File: src/eor_defines.svh
`ifndef EOR_DEFINES_SVH
`define EOR_DEFINES_SVH

// ------------------------------------------------------------
// register byte offsets
// ------------------------------------------------------------
`define EOR_OFS_CTRL 8'h00
`define EOR_OFS_CFG_RECORD_END 8'h04
`define EOR_OFS_CFG_SAMPLES_FLOWING 8'h08
`define EOR_OFS_CFG_WAVEFORM_TAG 8'h0c
`define EOR_OFS_DELAY 8'h10
`define EOR_OFS_STATUS 8'h14

// ------------------------------------------------------------
// field positions
// ------------------------------------------------------------
`define EOR_CTRL_GEN_BIT 0
`define EOR_F_DEST 0
`define EOR_F_POL 8
`define EOR_F_POS 16
`define EOR_F_TERM 24
`define EOR_CFG_MASK 32'h7f7f_7f1f
`define EOR_ST_FRONT 0
`define EOR_ST_CHASSIS 4
`define EOR_ST_SYNC 11
`define EOR_ST_VARIANT 24
`define EOR_ST_LVDS 25

// ------------------------------------------------------------
// selection codes
// ------------------------------------------------------------
`define EOR_POL_HIGH 7'h0a
`define EOR_POL_LOW 7'h0b
`define EOR_POS_RISE 7'h12
`define EOR_POS_FALL 7'h13
`define EOR_POS_DELAY 7'h14
`define EOR_TERM_LVDS 7'h40
`define EOR_TERM_SE 7'h41

// ------------------------------------------------------------
// destination codes
// ------------------------------------------------------------
`define EOR_DEST_NONE 5'h00
`define EOR_DEST_FRONT0 5'h01
`define EOR_DEST_CHASSIS0 5'h05
`define EOR_DEST_SYNC0 5'h0c
`define EOR_NUM_FRONT 4
`define EOR_NUM_BUS 7

// ------------------------------------------------------------
// reset values
// ------------------------------------------------------------
`define EOR_RST_CTRL 32'h0000_0000
`define EOR_RST_CFG 32'h4112_0a00
`define EOR_RST_DELAY 32'h0000_0000

`endif

File: src/eor_pkg.sv
`default_nettype none

package eor_pkg;
    typedef enum logic [1:0] {
        EOR_POS_RISE_E = 2'h0,
        EOR_POS_FALL_E = 2'h1,
        EOR_POS_DELAY_E = 2'h3
    } eor_pos_t;

    typedef enum logic {
        EOR_DLY_IDLE = 1'h0,
        EOR_DLY_COUNT = 1'h1
    } eor_dly_state_t;

    typedef enum int {
        EOR_EV_RECORD_END = 0,
        EOR_EV_SAMPLES_FLOWING = 1,
        EOR_EV_WAVEFORM_TAG = 2
    } eor_event_t;
endpackage

`default_nettype wire

File: src/eor_event_output_router.sv
// The Wishbone interface to the registers and the register addresses were decided locally.
`include "eor_defines.svh"
`default_nettype none

module eor_event_output_router import eor_pkg::*; #(
    parameter bit CHASSIS_VARIANT = 1'b1,
    parameter bit LVDS_CAPABLE = 1'b1,
    parameter int DELAY_W = 8
) (
    // clock and reset
    input wire logic mclk,
    input wire logic rst_b,
    // wishbone slave
    input wire logic [7:0] wb_adr_i,
    input wire logic [31:0] wb_dat_i,
    input wire logic [3:0] wb_sel_i,
    input wire logic wb_we_i,
    input wire logic wb_cyc_i,
    input wire logic wb_stb_i,
    output logic [31:0] wb_dat_o,
    output logic wb_ack_o,
    // internal events
    input wire logic record_end_event,
    input wire logic samples_flowing_event,
    input wire logic waveform_tag_event,
    // output terminals
    output logic [3:0] front_line,
    output logic [3:0] front_line_lvds,
    output logic [6:0] chassis_trigger_line,
    output logic [6:0] board_sync_line
);
    localparam int NEV = 3;

    if (DELAY_W < 1 || DELAY_W > 16) begin : g_bad_delay_w
        $error("DELAY_W must lie between 1 and 16");
    end

    // ------------------------------------------------------------
    // helpers
    // ------------------------------------------------------------
    function automatic logic [31:0] merge_sel(input logic [31:0] old, input logic [31:0] din,
                                              input logic [3:0] sel);
        logic [31:0] res;
        res = old;
        for (int b = 0; b < 4; b++) begin
            if (sel[b]) begin
                res[b*8 +: 8] = din[b*8 +: 8];
            end
        end
        return res;
    endfunction

    function automatic logic in_range(input logic [4:0] d, input logic [4:0] base, input int n);
        return (d >= base) && (d < 5'(base + n));
    endfunction

    // ------------------------------------------------------------
    // registers
    // ------------------------------------------------------------
    logic [31:0] ctrl_r;
    logic [31:0] cfg_r [NEV];
    logic [DELAY_W-1:0] delay_r;
    logic gen_mode;
    logic bus_req;
    logic wr_en;
    logic [31:0] rd_nxt;

    assign gen_mode = ctrl_r[`EOR_CTRL_GEN_BIT];
    assign bus_req = wb_cyc_i & wb_stb_i & ~wb_ack_o;
    assign wr_en = bus_req & wb_we_i;

    // ack follows the request by one cycle and drops the next
    always_ff @(posedge mclk) begin
        if (!rst_b) begin
            wb_ack_o <= 1'b0;
        end else begin
            wb_ack_o <= bus_req;
        end
    end

    always_ff @(posedge mclk) begin
        if (!rst_b) begin
            ctrl_r <= `EOR_RST_CTRL;
        end else if (wr_en && wb_adr_i == `EOR_OFS_CTRL) begin
            ctrl_r <= merge_sel(ctrl_r, wb_dat_i, wb_sel_i) & 32'h0000_0001;
        end
    end

    always_ff @(posedge mclk) begin
        if (!rst_b) begin
            for (int e = 0; e < NEV; e++) begin
                cfg_r[e] <= `EOR_RST_CFG;
            end
        end else if (wr_en) begin
            for (int e = 0; e < NEV; e++) begin
                if (wb_adr_i == 8'(`EOR_OFS_CFG_RECORD_END + 4 * e)) begin
                    cfg_r[e] <= merge_sel(cfg_r[e], wb_dat_i, wb_sel_i) & `EOR_CFG_MASK;
                end
            end
        end
    end

    always_ff @(posedge mclk) begin
        if (!rst_b) begin
            delay_r <= DELAY_W'(`EOR_RST_DELAY);
        end else if (wr_en && wb_adr_i == `EOR_OFS_DELAY) begin
            delay_r <= DELAY_W'(merge_sel(32'(delay_r), wb_dat_i, wb_sel_i));
        end
    end

    // unmapped offsets read zero and ignore writes
    always_comb begin
        rd_nxt = 32'h0000_0000;
        case (wb_adr_i)
            `EOR_OFS_CTRL: rd_nxt = ctrl_r;
            `EOR_OFS_CFG_RECORD_END: rd_nxt = cfg_r[EOR_EV_RECORD_END];
            `EOR_OFS_CFG_SAMPLES_FLOWING: rd_nxt = cfg_r[EOR_EV_SAMPLES_FLOWING];
            `EOR_OFS_CFG_WAVEFORM_TAG: rd_nxt = cfg_r[EOR_EV_WAVEFORM_TAG];
            `EOR_OFS_DELAY: rd_nxt = 32'(delay_r);
            `EOR_OFS_STATUS: begin
                rd_nxt[`EOR_ST_FRONT +: 4] = front_line;
                rd_nxt[`EOR_ST_CHASSIS +: 7] = chassis_trigger_line;
                rd_nxt[`EOR_ST_SYNC +: 7] = board_sync_line;
                rd_nxt[`EOR_ST_VARIANT] = CHASSIS_VARIANT;
                rd_nxt[`EOR_ST_LVDS] = LVDS_CAPABLE;
            end
            default: rd_nxt = 32'h0000_0000;
        endcase
    end

    always_ff @(posedge mclk) begin
        if (!rst_b) begin
            wb_dat_o <= 32'h0000_0000;
        end else if (bus_req && !wb_we_i) begin
            wb_dat_o <= rd_nxt;
        end
    end

    // ------------------------------------------------------------
    // effective selections
    // ------------------------------------------------------------
    logic [4:0] dest_eff [NEV];
    logic pol_low [NEV];
    eor_pos_t pos_eff [NEV];
    logic lvds_eff [NEV];

    always_comb begin
        logic [4:0] d;
        logic is_front;
        logic is_ch;
        logic is_sy;
        logic ok;
        logic gen_ok;
        logic [6:0] pos_code;
        d = '0;
        is_front = 1'b0;
        is_ch = 1'b0;
        is_sy = 1'b0;
        ok = 1'b0;
        gen_ok = 1'b0;
        pos_code = '0;
        for (int e = 0; e < NEV; e++) begin
            d = cfg_r[e][`EOR_F_DEST +: 5];
            is_front = in_range(d, `EOR_DEST_FRONT0, `EOR_NUM_FRONT);
            is_ch = in_range(d, `EOR_DEST_CHASSIS0, `EOR_NUM_BUS);
            is_sy = in_range(d, `EOR_DEST_SYNC0, `EOR_NUM_BUS);
            ok = is_front | (is_ch & CHASSIS_VARIANT) | (is_sy & ~CHASSIS_VARIANT);
            if (e == EOR_EV_SAMPLES_FLOWING) begin
                ok = ok & is_front & gen_mode;
            end
            dest_eff[e] = ok ? d : `EOR_DEST_NONE;
            gen_ok = (e != EOR_EV_WAVEFORM_TAG) || gen_mode;
            pol_low[e] = gen_ok && cfg_r[e][`EOR_F_POL +: 7] == `EOR_POL_LOW;
            pos_code = cfg_r[e][`EOR_F_POS +: 7];
            pos_eff[e] = EOR_POS_RISE_E;
            if (ok && is_front && gen_ok && e != EOR_EV_RECORD_END) begin
                if (pos_code == `EOR_POS_FALL) begin
                    pos_eff[e] = EOR_POS_FALL_E;
                end else if (pos_code == `EOR_POS_DELAY) begin
                    pos_eff[e] = EOR_POS_DELAY_E;
                end
            end
            // unsupported code falls back to single-ended
            lvds_eff[e] = ok && is_front && LVDS_CAPABLE &&
                          cfg_r[e][`EOR_F_TERM +: 7] == `EOR_TERM_LVDS;
        end
    end

    // ------------------------------------------------------------
    // pulse shaping
    // ------------------------------------------------------------
    logic ev_in [NEV];
    logic pulse [NEV];

    assign ev_in[EOR_EV_RECORD_END] = record_end_event;
    assign ev_in[EOR_EV_SAMPLES_FLOWING] = samples_flowing_event;
    assign ev_in[EOR_EV_WAVEFORM_TAG] = waveform_tag_event;

    for (genvar g = 0; g < NEV; g++) begin : g_shaper
        eor_event_shaper #(
            .DELAY_W(DELAY_W)
        ) u_shaper (
            .mclk(mclk),
            .rst_b(rst_b),
            .event_in(ev_in[g]),
            .pos_sel(pos_eff[g]),
            .delay_cyc(delay_r),
            .pulse_r(pulse[g])
        );
    end

    // ------------------------------------------------------------
    // line routing
    // ------------------------------------------------------------
    // two events on one line: the lower-numbered event owns it
    logic [3:0] front_nxt;
    logic [3:0] fall_sel_nxt;
    logic [3:0] lvds_nxt;
    logic [6:0] chassis_nxt;
    logic [6:0] sync_nxt;

    always_comb begin
        front_nxt = '0;
        fall_sel_nxt = '0;
        lvds_nxt = '0;
        chassis_nxt = '0;
        sync_nxt = '0;
        for (int e = NEV - 1; e >= 0; e--) begin
            for (int i = 0; i < `EOR_NUM_FRONT; i++) begin
                if (dest_eff[e] == 5'(`EOR_DEST_FRONT0 + i)) begin
                    front_nxt[i] = pulse[e] ^ pol_low[e];
                    fall_sel_nxt[i] = pos_eff[e] == EOR_POS_FALL_E;
                    lvds_nxt[i] = lvds_eff[e];
                end
            end
            for (int i = 0; i < `EOR_NUM_BUS; i++) begin
                if (dest_eff[e] == 5'(`EOR_DEST_CHASSIS0 + i)) begin
                    chassis_nxt[i] = pulse[e] ^ pol_low[e];
                end
                if (dest_eff[e] == 5'(`EOR_DEST_SYNC0 + i)) begin
                    sync_nxt[i] = pulse[e] ^ pol_low[e];
                end
            end
        end
    end

    // ------------------------------------------------------------
    // output stage
    // ------------------------------------------------------------
    logic [3:0] front_rise_r;
    logic [3:0] front_fall_r;
    logic [3:0] fall_sel_r;

    // unrouted lines settle low, the inactive level
    always_ff @(posedge mclk) begin
        if (!rst_b) begin
            front_rise_r <= '0;
            fall_sel_r <= '0;
            front_line_lvds <= '0;
            chassis_trigger_line <= '0;
            board_sync_line <= '0;
        end else begin
            front_rise_r <= front_nxt;
            fall_sel_r <= fall_sel_nxt;
            front_line_lvds <= lvds_nxt;
            chassis_trigger_line <= chassis_nxt;
            board_sync_line <= sync_nxt;
        end
    end

    // half-cycle retime; select is static so the mux does not glitch
    always_ff @(negedge mclk) begin
        if (!rst_b) begin
            front_fall_r <= '0;
        end else begin
            front_fall_r <= front_rise_r;
        end
    end

    always_comb begin
        for (int i = 0; i < `EOR_NUM_FRONT; i++) begin
            front_line[i] = fall_sel_r[i] ? front_fall_r[i] : front_rise_r[i];
        end
    end
endmodule // eor_event_output_router

`default_nettype wire

File: src/eor_event_shaper.sv
`default_nettype none

module eor_event_shaper import eor_pkg::*; #(
    parameter int DELAY_W = 8
) (
    // clock and reset
    input wire logic mclk,
    input wire logic rst_b,
    // event and timing selection
    input wire logic event_in,
    input wire eor_pos_t pos_sel,
    input wire logic [DELAY_W-1:0] delay_cyc,
    // shaped pulse
    output logic pulse_r
);
    logic event_d_r;
    logic [DELAY_W-1:0] cnt_r;
    eor_dly_state_t state_r;
    logic rise;

    assign rise = event_in & ~event_d_r;

    always_ff @(posedge mclk) begin
        if (!rst_b) begin
            event_d_r <= 1'b0;
        end else begin
            event_d_r <= event_in;
        end
    end

    // ------------------------------------------------------------
    // delayed launch
    // ------------------------------------------------------------
    // one pulse in flight; an edge while counting is dropped
    always_ff @(posedge mclk) begin
        if (!rst_b) begin
            state_r <= EOR_DLY_IDLE;
            cnt_r <= '0;
        end else begin
            case (state_r)
                EOR_DLY_IDLE: begin
                    if (rise && pos_sel == EOR_POS_DELAY_E) begin
                        state_r <= EOR_DLY_COUNT;
                        cnt_r <= delay_cyc;
                    end
                end
                EOR_DLY_COUNT: begin
                    if (cnt_r == '0) begin
                        state_r <= EOR_DLY_IDLE;
                    end else begin
                        cnt_r <= cnt_r - 1'b1;
                    end
                end
                default: begin
                    state_r <= EOR_DLY_IDLE;
                end
            endcase
        end
    end

    // one clock wide whatever the event's own length
    always_ff @(posedge mclk) begin
        if (!rst_b) begin
            pulse_r <= 1'b0;
        end else begin
            pulse_r <= (rise && pos_sel != EOR_POS_DELAY_E) ||
                       (state_r == EOR_DLY_COUNT && cnt_r == '0);
        end
    end
endmodule // eor_event_shaper

`default_nettype wire

File: config.mk
export PLATFORM = sky130hd
export DESIGN_NAME = eor_event_output_router
export DESIGN_NICKNAME = d
export VERILOG_FILES = /design/src/eor_pkg.sv /design/src/eor_event_output_router.sv /design/src/eor_event_shaper.sv
export VERILOG_INCLUDE_DIRS = /design/src /design/src/src
export SDC_FILE = /design/constraint.sdc
export NUM_CORES = 1
export LEC_CHECK = 0
export ABC_AREA = 1
export ABC_CLOCK_PERIOD_IN_PS = 1710
export BUFFER_PORTS_ARGS = -buffer_cell sky130_fd_sc_hd__buf_2
export CAP_MARGIN = 0
export CORE_MARGIN = 4
export CORE_UTILIZATION = 55
export CTS_BUF_LIST = sky130_fd_sc_hd__clkbuf_8
export DETAILED_ROUTE_END_ITERATION = 7
export PLACE_DENSITY = 0.82
export REMOVE_ABC_BUFFERS = 1
export SLEW_MARGIN = 20
export SYNTH_ARGS = -nofsm -noshare
export SYNTH_HDL_FRONTEND = slang
export SYNTH_SLANG_ARGS = --single-unit
File: constraint.sdc
create_clock -name mclk -period 1.71 [get_ports mclk]
set_clock_uncertainty 0.15 [all_clocks]
set_input_delay 0.0855 -clock mclk [delete_from_list [all_inputs] [get_ports mclk]]
set_output_delay 0.0855 -clock mclk [all_outputs]
set_load 0.02 [all_outputs]
# Word-level counts from Yosys, hierarchy flattened
# Memory sizes are Yosys's and may differ from the RTL's.
# Index checks and enable logic that the tools add are counted.
[classes]
n_reduce_logical = 41
n_eq_ne = 80
order_cmp = 12
bitwise_logic = 25
n_addsub = 3
mux = 171
[ops]
columns = ["operator", "count"]
rows = [
  ["$mux 7", 36],
  ["$eq 5x4->1 const B", 24],
  ["$pmux 18 s6", 1],
  ["$mux 1", 96],
  ["$mux 26", 3],
  ["$mux 5", 15],
  ["$eq 5x3->1 const B", 12],
  ["$mux 8", 6],
  ["$eq 5x5->1 const B", 9],
  ["$pmux 6 s3", 2],
  ["$logic_not 8->1", 4],
  ["$pmux 8 s2", 2],
  ["$eq 5x2->1 const B", 6],
  ["$eq 7x5->1 const B", 4],
  ["$logic_and 1x1->1", 24],
  ["$sub 8x1->8 const B", 3],
  ["$eq 7x4->1 const B", 3],
  ["$eq 7x7->1 const B", 3],
  ["$eq 8x4->1 const B", 2],
  ["$eq 8x5->1 const B", 2],
  ["$eq 5x1->1 const B", 3],
  ["$ge 5x1->1 const B", 3],
  ["$ge 5x3->1 const B", 3],
  ["$lt 5x3->1 const B", 3],
  ["17 further kinds", 63],
]
[word_totals]
output_inout_bits = 55
reg_bits = 105
mem_count = 1
input_bits = 52
elab_cells = 358
mem_bits_rw = 78
[memory_table]
columns = ["memory", "words", "width", "rd", "rd_ports_with_merged_regs", "write_ports", "line_no", "text"]
rows = [
  ["cfg_r", 3, 26, 3, 0, 3, "eor_event_output_router.sv:61", "logic [31:0] cfg_r [NEV];"],
]

# Depth between registers and ports, before layout
# Gate-level depths: netlist of run 1.
# An unclocked memory read counts as a cell.
[logic_depth]
depth_word = 12
ltp_mapped = 11
ltp_nobuf = 10

# Modules after synthesis
# A second synthesis of run 1 with hierarchy kept.
[hier_totals]
cells_unflattened = 1142
hier_area_um2 = 8838.5
[by_module_without_submodules]
columns = ["mod", "area_each_um2", "seq_area_each_um2", "cells_per_inst", "instances"]
rows = [
  ["eor_event_output_router", 6807.8, 3743.6, 821, 1],
  ["eor_event_shaper", 676.9, 220.2, 107, 3],
]

==> impl_metrics.py, run 1 <==
metrics = {
    "setup_path": {
        "setup.worst_path.start_class": "register",
        "endpoint_of_the_worst_register_to_register_path": "wb_dat_o[0]",
        "worst-r2r-cell-count": 9,
        "cp_class": "register to primary output",
        "rr_startpoint": "front_fall_r[0]",
        "critical_path.endpoint_type": "primary output",
        "critical-path-max-stage-delay_ns": 0.31,
        "cp_data_arrival_time_ns": 2.01,
        "crit_path_start": "front_fall_r[0]",
        "crit_path_max_fanout": 2,
        "critical_path.cell_chain": "nand2_2 > o21ai_2 > buf_4 > buf_6",
        "critPathSlowestCell": "sky130_fd_sc_hd__dfxtp_2",
        "reg_to_reg_setup_timing_slack_ns": -0.36,
        "critPathRequiredTime_ns": 1.47,
        "crit_end": "front_line[0]",
    },
    "final_layout": {
        "commonest_cells_after_routing_fill_and_taps_aside": "sky130_fd_sc_hd__nand2_1, sky130_fd_sc_hd__nor2_1, sky130_fd_sc_hd__nand3_1",
        "area_growth_syn_to_layout_pct": 33.89,
        "layout_commonest_cell": "sky130_fd_sc_hd__nand2_1",
        "finish.instance_area_sq_um": 11810,
        "antenna_cells": 0,
        "final-seq-area_sq_um": 4409,
        "nFillCells": 1051,
        "area_of_the_multi_input_gates_sq_um": 4188,
        "fin_nets": 1440,
        "drive_above_1_share_pct": 31.57,
    },
    "floorplanning": {
        "floorplan.die.height_um": 134.7,
        "floorplan_die_width_um": 134.7,
        "core_region_area_sq_um": 15830,
        "die-area_sq_um": 18130,
        "ports": 107,
        "placementRows": 46,
        "initial_core_util_pct": 55.75,
    },
    "global_route": {
        "grt_use_total_pct": 29.65,
        "via_count_of_the_first_global_routing_pass": 8504,
        "grt_pass1_wl_um": 42110,
        "antenna_found_initial": 0,
        "grt_overflow": 0,
        "grt_max_degree": 44,
    },
    "sta": {
        "finalMaxSlewViolations": 0,
        "rsz0062_at_grt": "true",
        "timing.final.hold_violations": 1,
        "setup_viol": 30,
        "worstMarginPinSlew_ns": 0.6568,
        "slew_headroom_pct": 56.05,
        "layout_setup_ws_ns": -0.5323,
        "holdWs_ns": -0.05454,
    },
    "logic_synthesis": {
        "synth_async_sr_flop_share_pct": 0,
        "yosys_most_used_dff": "sky130_fd_sc_hd__dfxtp_1",
        "yosys.cell_types.count": 48,
        "synth.avg_cell_area_sq_um": 7.892,
        "yosysWarningCount": 0,
        "syn_inst": 1118,
        "synth-edff-count": 78,
        "synth-seq-area-share_pct": 49.91,
        "mappedNetlistArea_sq_um": 8823,
        "ys_seq_elements": 181,
    },
    "worst_hold_path": {
        "hold_depth": 6,
        "holdCritPathClass": "primary input to register",
    },
    "power": {
        "total_power_w": 0.008571,
        "vdd_ir_drop_max_v": 0.0007595,
        "cellPowerDensity_nw_per_um2": 725.5,
        "clkPwrFrac_pct": 36.8,
        "portion_of_total_power_attributed_to_sequential_cells_pct": 54.2,
        "switching_share_pct": 25.72,
        "internal_power_w": 0.006367,
        "total_switching_power_w": 0.002204,
        "cellLeakagePower_nw": 5.424,
        "share_comb_of_total_power_pct": 9.0,
    },
    "placed_design": {
        "postPlaceCellArea_sq_um": 10280,
        "gp_routability_congestion": 0.9415,
        "buffer_ports.inserted": 101,
        "hpwlAfterDp_um": 18950,
        "preCtsSetupSlack_ns": -0.2518,
    },
    "clock_network": {
        "ctsRootBufferMaster": "sky130_fd_sc_hd__clkbuf_8",
        "clkSinkCount": 181,
        "clock_path_buffers": 2,
        "htree_num_levels": 4,
        "cts-buffers-inserted": 17,
        "clock_pin_slew_on_the_worst_setup_and_hold_paths_ns": 0.09,
        "clock_latency_ns": 0.49,
        "cts_tree": "yes",
    },
    "run": {
        "max_cap_violations": 0,
    },
    "drt": {
        "drt_iter0_markers": 986,
        "route.detailed.drc": 0,
        "detailroute.via_count": 8979,
        "vias_per_cell": 5.567,
        "totalWireLength_um": 28350,
        "detail_route.wl_per_cell_um": 17.57,
        "antenna_left": 0,
        "drt_pre_antenna_iters": 6,
    },
    "outcome": {
        "run_status": "finished with violations",
        "failed_checks": "negative hold slack, negative setup slack",
    },
}
-- cell usage after synthesis, drive strengths merged (5+ instances only) --
master,n,area [sq um]
nand4,18,142.6
clkinv,5,26.28
clkbuf,11,41.29
a21oi,72,405.4
o21ai,66,349.1
nor2,154,648.1
nand2,283,1115
nand3,133,713.2
or2,7,43.79
buf,25,180.2
o211ai,5,42.54
inv,128,485.5
edfxtp,78,2342
nand3b,5,37.54
dfxtp,103,2062
nor3,11,66.32
-- registers in the layout (all words and copies together), names as in the netlist --
register / cells
fall_sel_r: 4
front_line_lvds: 4
g_shaper.u_shaper.pulse_r: 3
g_shaper.u_shaper.cnt_r: 24
ctrl_r: 1
g_shaper.u_shaper.event_d_r: 3
front_fall_r: 4
g_shaper.u_shaper.state_r: 3
cfg_r: 78
chassis_trigger_line: 7
wb_dat_o: 30
delay_r: 8
board_sync_line: 7
wb_ack_o: 1
front_rise_r: 4
-- worst min path at each step --
stage | startpoint | endpoint | slack, ns
6_report | wb_adr_i[1] | ctrl_r[0] | -0.05
3_5_place_dp | samples_flowing_event | g_shaper[1].u_shaper.event_d_r | 0.14
2_1_floorplan | rst_b | g_shaper[1].u_shaper.event_d_r | 0.03
4_1_cts | wb_adr_i[1] | ctrl_r[0] | -0.08
3_3_place_gp | samples_flowing_event | g_shaper[1].u_shaper.event_d_r | 0.13
5_1_grt | wb_adr_i[1] | ctrl_r[0] | -0.04
-- power groups by stage --
stage / clock (W) / sequential (W) / combinational, W
6_report: 0.00316 / 0.00464 / 0.000772
5_1_grt: 0.00335 / 0.00465 / 0.000823
4_1_cts: 0.00311 / 0.00463 / 0.000686
3_5_place_dp: 0.0000182 / 0.00473 / 0.000591
3_3_place_gp: 0.0000182 / 0.00473 / 0.000579
2_1_floorplan: 0.0000182 / 0.00473 / 0.000246
-- critical path, delay by kind of cell (launching register included) --
kind                   cells  cell delay (ns)
DFF                        1             0.31
buffers and inverters      2             0.26
AOI/OAI and AO/OA          1             0.06
and+or+nand+nor            1             0.05
-- per-layer routing --
metal,GRT usage [%],share of wire (%),vias up
met5,0,0,-
met4,11.76,4.0,0
met3,7.340,9.4,103
met2,51.25,50,537
met1,35.59,37,4156
li1,-,-,4183
-- cell families after synthesis --
logic type,synth area share (%)
AND/OR/NAND/NOR,31.58
flip-flops,49.91
buffers and inverters,8.310
AO/OA/AOI/OAI,9.189
XOR/XNOR,0.3970
adder cells (fa/ha/maj),0.5672
other,0.04250
-- metrics by stage --
stage	instances	setup TNS (ns)	utilization [%]	hold WS (ns)
floorplan	1090	-33.81	-	0.02895
global placement	1513	-7.540	64.96	0.1318
detailed placement	1513	-11.86	64.96	0.1365
CTS	1599	-3.316	71.49	-0.07674
global route	1613	-6.383	74.64	-0.03935
finish	1613	-4.124	74.64	-0.05454
-- timing repair --
item / CTS / global route
pin swaps: 5 / 53
buffers inserted: 5 / 14
hold buffers: 43 / 1
setup endpoints to repair: 111 / 207
cloned: 3 / 2
gates resized for setup: 39 / 129
hold endpoints to repair: 171 / 10
-- final cells by class --
type                            instances  area share, %
Tap cell                              216          2.288
Clock buffer                           17          1.981
Timing Repair Buffer                  267          16.94
Multi-Input combinational cell        781          35.45
Inverter                              132          4.416
Sequential cell                       181          37.32
Clock inverter                         19          1.610
Note: power is estimated with default switching activity, not from simulation.
==> run 2, diff against run 1 <==
--- a/config.mk
+++ b/config.mk
@@ -6,16 +6,16 @@
 export SDC_FILE = /design/constraint.sdc
 export NUM_CORES = 1
 export LEC_CHECK = 0
-export ABC_AREA = 1
 export ABC_CLOCK_PERIOD_IN_PS = 1710
 export BUFFER_PORTS_ARGS = -buffer_cell sky130_fd_sc_hd__buf_2
 export CAP_MARGIN = 0
 export CORE_MARGIN = 4
-export CORE_UTILIZATION = 55
+export CORE_UTILIZATION = 54
 export CTS_BUF_LIST = sky130_fd_sc_hd__clkbuf_8
 export DETAILED_ROUTE_END_ITERATION = 7
-export PLACE_DENSITY = 0.82
+export PLACE_DENSITY = 0.81
 export REMOVE_ABC_BUFFERS = 1
+export SETUP_SLACK_MARGIN = 0.1
 export SLEW_MARGIN = 20
 export SYNTH_ARGS = -nofsm -noshare
 export SYNTH_HDL_FRONTEND = slang
==> run 2 against run 1 <==
Compared with the run above: the flow finishes with violations (design-rule violations, negative setup slack); highest routed layer unchanged; sequential cell count is the same; wire length is 35% higher; final area increased by 8.7%; count of clock-buffer cells in the layout rose by 2; first-iteration DRC count grew 64%; total power grew 4.5%; die area is 4.2% lower; critical path depth is 1 lower; worst setup slack got worse by 0.18 ns; via count up 3.1%; combinational power is 27% higher; clock power is 5% higher.
==> impl_metrics.py, run 2 <==
metrics = {
    "logic_synthesis": {
        "yosys.cell_types.count": 83,
        "syn_inst": 768,
        "synth_async_sr_flop_share_pct": 0,
        "yosys.cell_count.top_type": "sky130_fd_sc_hd__dfxtp_1",
        "post-synth-top-area-cell": "sky130_fd_sc_hd__edfxtp_1",
        "yosys_most_used_dff": "sky130_fd_sc_hd__dfxtp_1",
        "synth.top_cells.by_area": "sky130_fd_sc_hd__edfxtp_1, sky130_fd_sc_hd__dfxtp_1, sky130_fd_sc_hd__and2_1",
        "most_numerous_cell_types_in_the_synthesized_netlist": "sky130_fd_sc_hd__dfxtp_1, sky130_fd_sc_hd__edfxtp_1, sky130_fd_sc_hd__nand2_1",
        "ys_seq_elements": 181,
        "mappedNetlistArea_sq_um": 8277,
        "yosysWarningCount": 0,
        "synth-seq-area-share_pct": 53.21,
        "synth.avg_cell_area_sq_um": 10.78,
        "synth-edff-count": 78,
        "post-synth-top-area-fraction_pct": 28.30,
    },
    "placed_design": {
        "numPlacedInstances": 1203,
        "gp_routability_congestion": 0.9473,
        "buffer_ports.inserted": 101,
        "hpwlAfterDp_um": 18180,
        "preCtsSetupSlack_ns": -0.4971,
    },
    "power": {
        "internal_power_w": 0.006578,
        "switching_share_pct": 26.56,
        "share_comb_of_total_power_pct": 10.9,
        "total_switching_power_w": 0.002379,
        "cellLeakagePower_nw": 5.184,
        "clkPwrFrac_pct": 37.0,
        "vdd_ir_drop_max_v": 0.0006008,
        "portion_of_total_power_attributed_to_sequential_cells_pct": 52.1,
        "cellPowerDensity_nw_per_um2": 697.4,
    },
    "worst_hold_path": {
        "holdCritPathClass": "primary input to register",
    },
    "final_layout": {
        "antenna_cells": 0,
        "regMostFlops": "cfg_r",
        "registers_with_the_highest_flip_flop_counts": "cfg_r: 78 flops, wb_dat_o: 30 flops, g_shaper.u_shaper.cnt_r: 24 flops",
        "fin_nets": 1184,
        "area_growth_syn_to_layout_pct": 55.18,
        "layout.cells.non_filler": 1325,
        "final_util_pct": 87.05,
        "number_of_flip_flops_in_the_largest_register": 78,
        "commonest_cells_after_routing_fill_and_taps_aside": "sky130_fd_sc_hd__buf_4, sky130_fd_sc_hd__buf_2, sky130_fd_sc_hd__dfxtp_1",
        "drive_above_1_share_pct": 50.74,
        "layout_commonest_cell": "sky130_fd_sc_hd__buf_4",
    },
    "drt": {
        "drt_iter0_markers": 1619,
        "detail_route.wl_per_cell_um": 28.84,
        "drt_pre_antenna_iters": 8,
        "vias_per_cell": 6.985,
        "route.detailed.drc": 1,
        "totalWireLength_um": 38210,
        "detailroute.via_count": 9255,
        "antenna_left": 0,
    },
    "setup_path": {
        "setup.worst_path.start_class": "register",
        "crit_end": "front_line[1]",
        "crit_path_start": "front_fall_r[1]",
        "critPathRequiredTime_ns": 1.47,
        "critical_path.endpoint_type": "primary output",
        "reg_to_reg_setup_timing_slack_ns": -0.70,
        "cp_data_arrival_time_ns": 2.18,
        "crit_path_max_fanout": 2,
        "worst-r2r-cell-count": 6,
        "rr_startpoint": "front_fall_r[1]",
        "endpoint_of_the_worst_register_to_register_path": "wb_dat_o[1]",
        "cp_class": "register to primary output",
    },
    "floorplanning": {
        "die-area_sq_um": 17370,
        "initial_core_util_pct": 56.10,
        "floorplan_die_width_um": 131.8,
        "core_region_area_sq_um": 14750,
        "floorplan.die.height_um": 131.8,
        "placementRows": 44,
        "ports": 107,
    },
    "sta": {
        "holdWs_ns": 0.06126,
        "rsz0062_at_grt": "true",
        "layout_setup_ws_ns": -0.7101,
        "worstMarginPinSlew_ns": 0.6209,
        "timing.final.hold_violations": 0,
        "final.setup.tns_ns": -62.25,
        "finalMaxSlewViolations": 0,
        "setup_viol": 247,
        "slew_headroom_pct": 57.42,
    },
    "clock_network": {
        "clock_pin_slew_on_the_worst_setup_and_hold_paths_ns": 0.10,
        "cts-buffers-inserted": 17,
        "cts_tree": "yes",
        "clock_path_buffers": 2,
        "clkSinkCount": 181,
        "htree_num_levels": 4,
        "ctsRootBufferMaster": "sky130_fd_sc_hd__clkbuf_8",
        "clock_latency_ns": 0.51,
    },
    "global_route": {
        "antenna_found_initial": 0,
        "via_count_of_the_first_global_routing_pass": 8872,
        "grt_overflow": 0,
        "grt_pass1_wl_um": 50900,
        "grt_use_total_pct": 37.36,
        "grt_max_degree": 40,
    },
    "outcome": {
        "failed_checks": "design-rule violations, negative setup slack",
        "run_status": "finished with violations",
    },
    "run": {
        "max_cap_violations": 0,
    },
}
[run 2: cell count changes after synthesis, sizes merged, moves of 14 or more]
cell,change
inv,-119
mux2i,+24
and2,+44
buf,-14
nor2,-103
nand3,-119
or3,+15
nor2b,+27
o21ai,-29
nand2,-223
o2bb2ai,+17
a22oi,+24
a21oi,-51
nand4,-14
[run 2: what timing repair did]
action | 4_1_cts | 5_1_grt
setup buffers | 30 | 28
pin swaps | 130 | 54
cloned | 3 | 0
endpoints found under the setup margin | 247 | 251
hold buffers | 38 | 0
resized for setup | 266 | 93
hold endpoints to repair | 124 | 0
[run 2: stage by stage]
stage                     cell area [sq um]  total power [W]
after CTS                             12320         0.008645
final                                 12840         0.008957
after global placement                10270         0.005350
after global routing                  12840         0.009118
after detailed placement              10270         0.005372
after floorplan                        8145         0.004963
[run 2: metal layers]
layer | vias to the layer above | share of wire (%) | track usage, %
met2 | 1004 | 46 | 63.07
met4 | 0 | 9.2 | 22.99
li1 | 3599 | - | -
met3 | 366 | 12 | 8.282
met5 | - | 0 | 0
met1 | 4286 | 33 | 43.42
[run 2: kinds of logic after synthesis]
kind of cell | after synthesis | synth area share (%)
flip-flops | 181 | 53.21
adder cells (fa/ha/maj) | 4 | 0.6047
XOR/XNOR | 15 | 1.587
multiplexers | 37 | 4.807
AO/OA/AOI/OAI | 179 | 16.12
AND/OR/NAND/NOR | 307 | 21.27
other | 1 | 0.04531
buffers and inverters | 44 | 2.358
[run 2: how the worst min path moves through the flow]
stage	from	end	slack (ns)	depth (start not counted)
floorplan	rst_b	wb_dat_o[12]	0.05	1
CTS	rst_b	wb_ack_o	0.02	3
global placement	record_end_event	g_shaper[0].u_shaper.event_d_r	0.16	2
finish	rst_b	wb_ack_o	0.06	3
detailed placement	samples_flowing_event	g_shaper[1].u_shaper.event_d_r	0.16	2
global route	rst_b	wb_ack_o	0.04	3
[run 2: layout make-up]
class                   count  area [sq um]
clock inverters            17         183.9
well taps                 184         230.2
inverters                   8         30.03
clock buffers              19         261.5
flip-flops and latches    181          4415
multi-input cells         551          4746
repair buffers            365          2977
fillers                   553          1911
[run 2: power groups by stage]
| stage | Sequential, W | Clock (W) | Combinational [W] |
|---|---|---|---|
| floorplan | 0.00473 | 0.0000182 | 0.000214 |
| global placement | 0.00472 | 0.0000182 | 0.000608 |
| detailed placement | 0.00473 | 0.0000182 | 0.000623 |
| CTS | 0.00464 | 0.00318 | 0.000823 |
| global route | 0.00467 | 0.00346 | 0.000995 |
| finish | 0.00466 | 0.00331 | 0.000980 |
[run 2: worst max-delay path, stage by stage, from the launching register on]
cell and delay (ns):
sky130_fd_sc_hd__dfxtp_1 0.30, sky130_fd_sc_hd__mux2_4 0.28, sky130_fd_sc_hd__buf_6 0.12, sky130_fd_sc_hd__buf_6 0.12
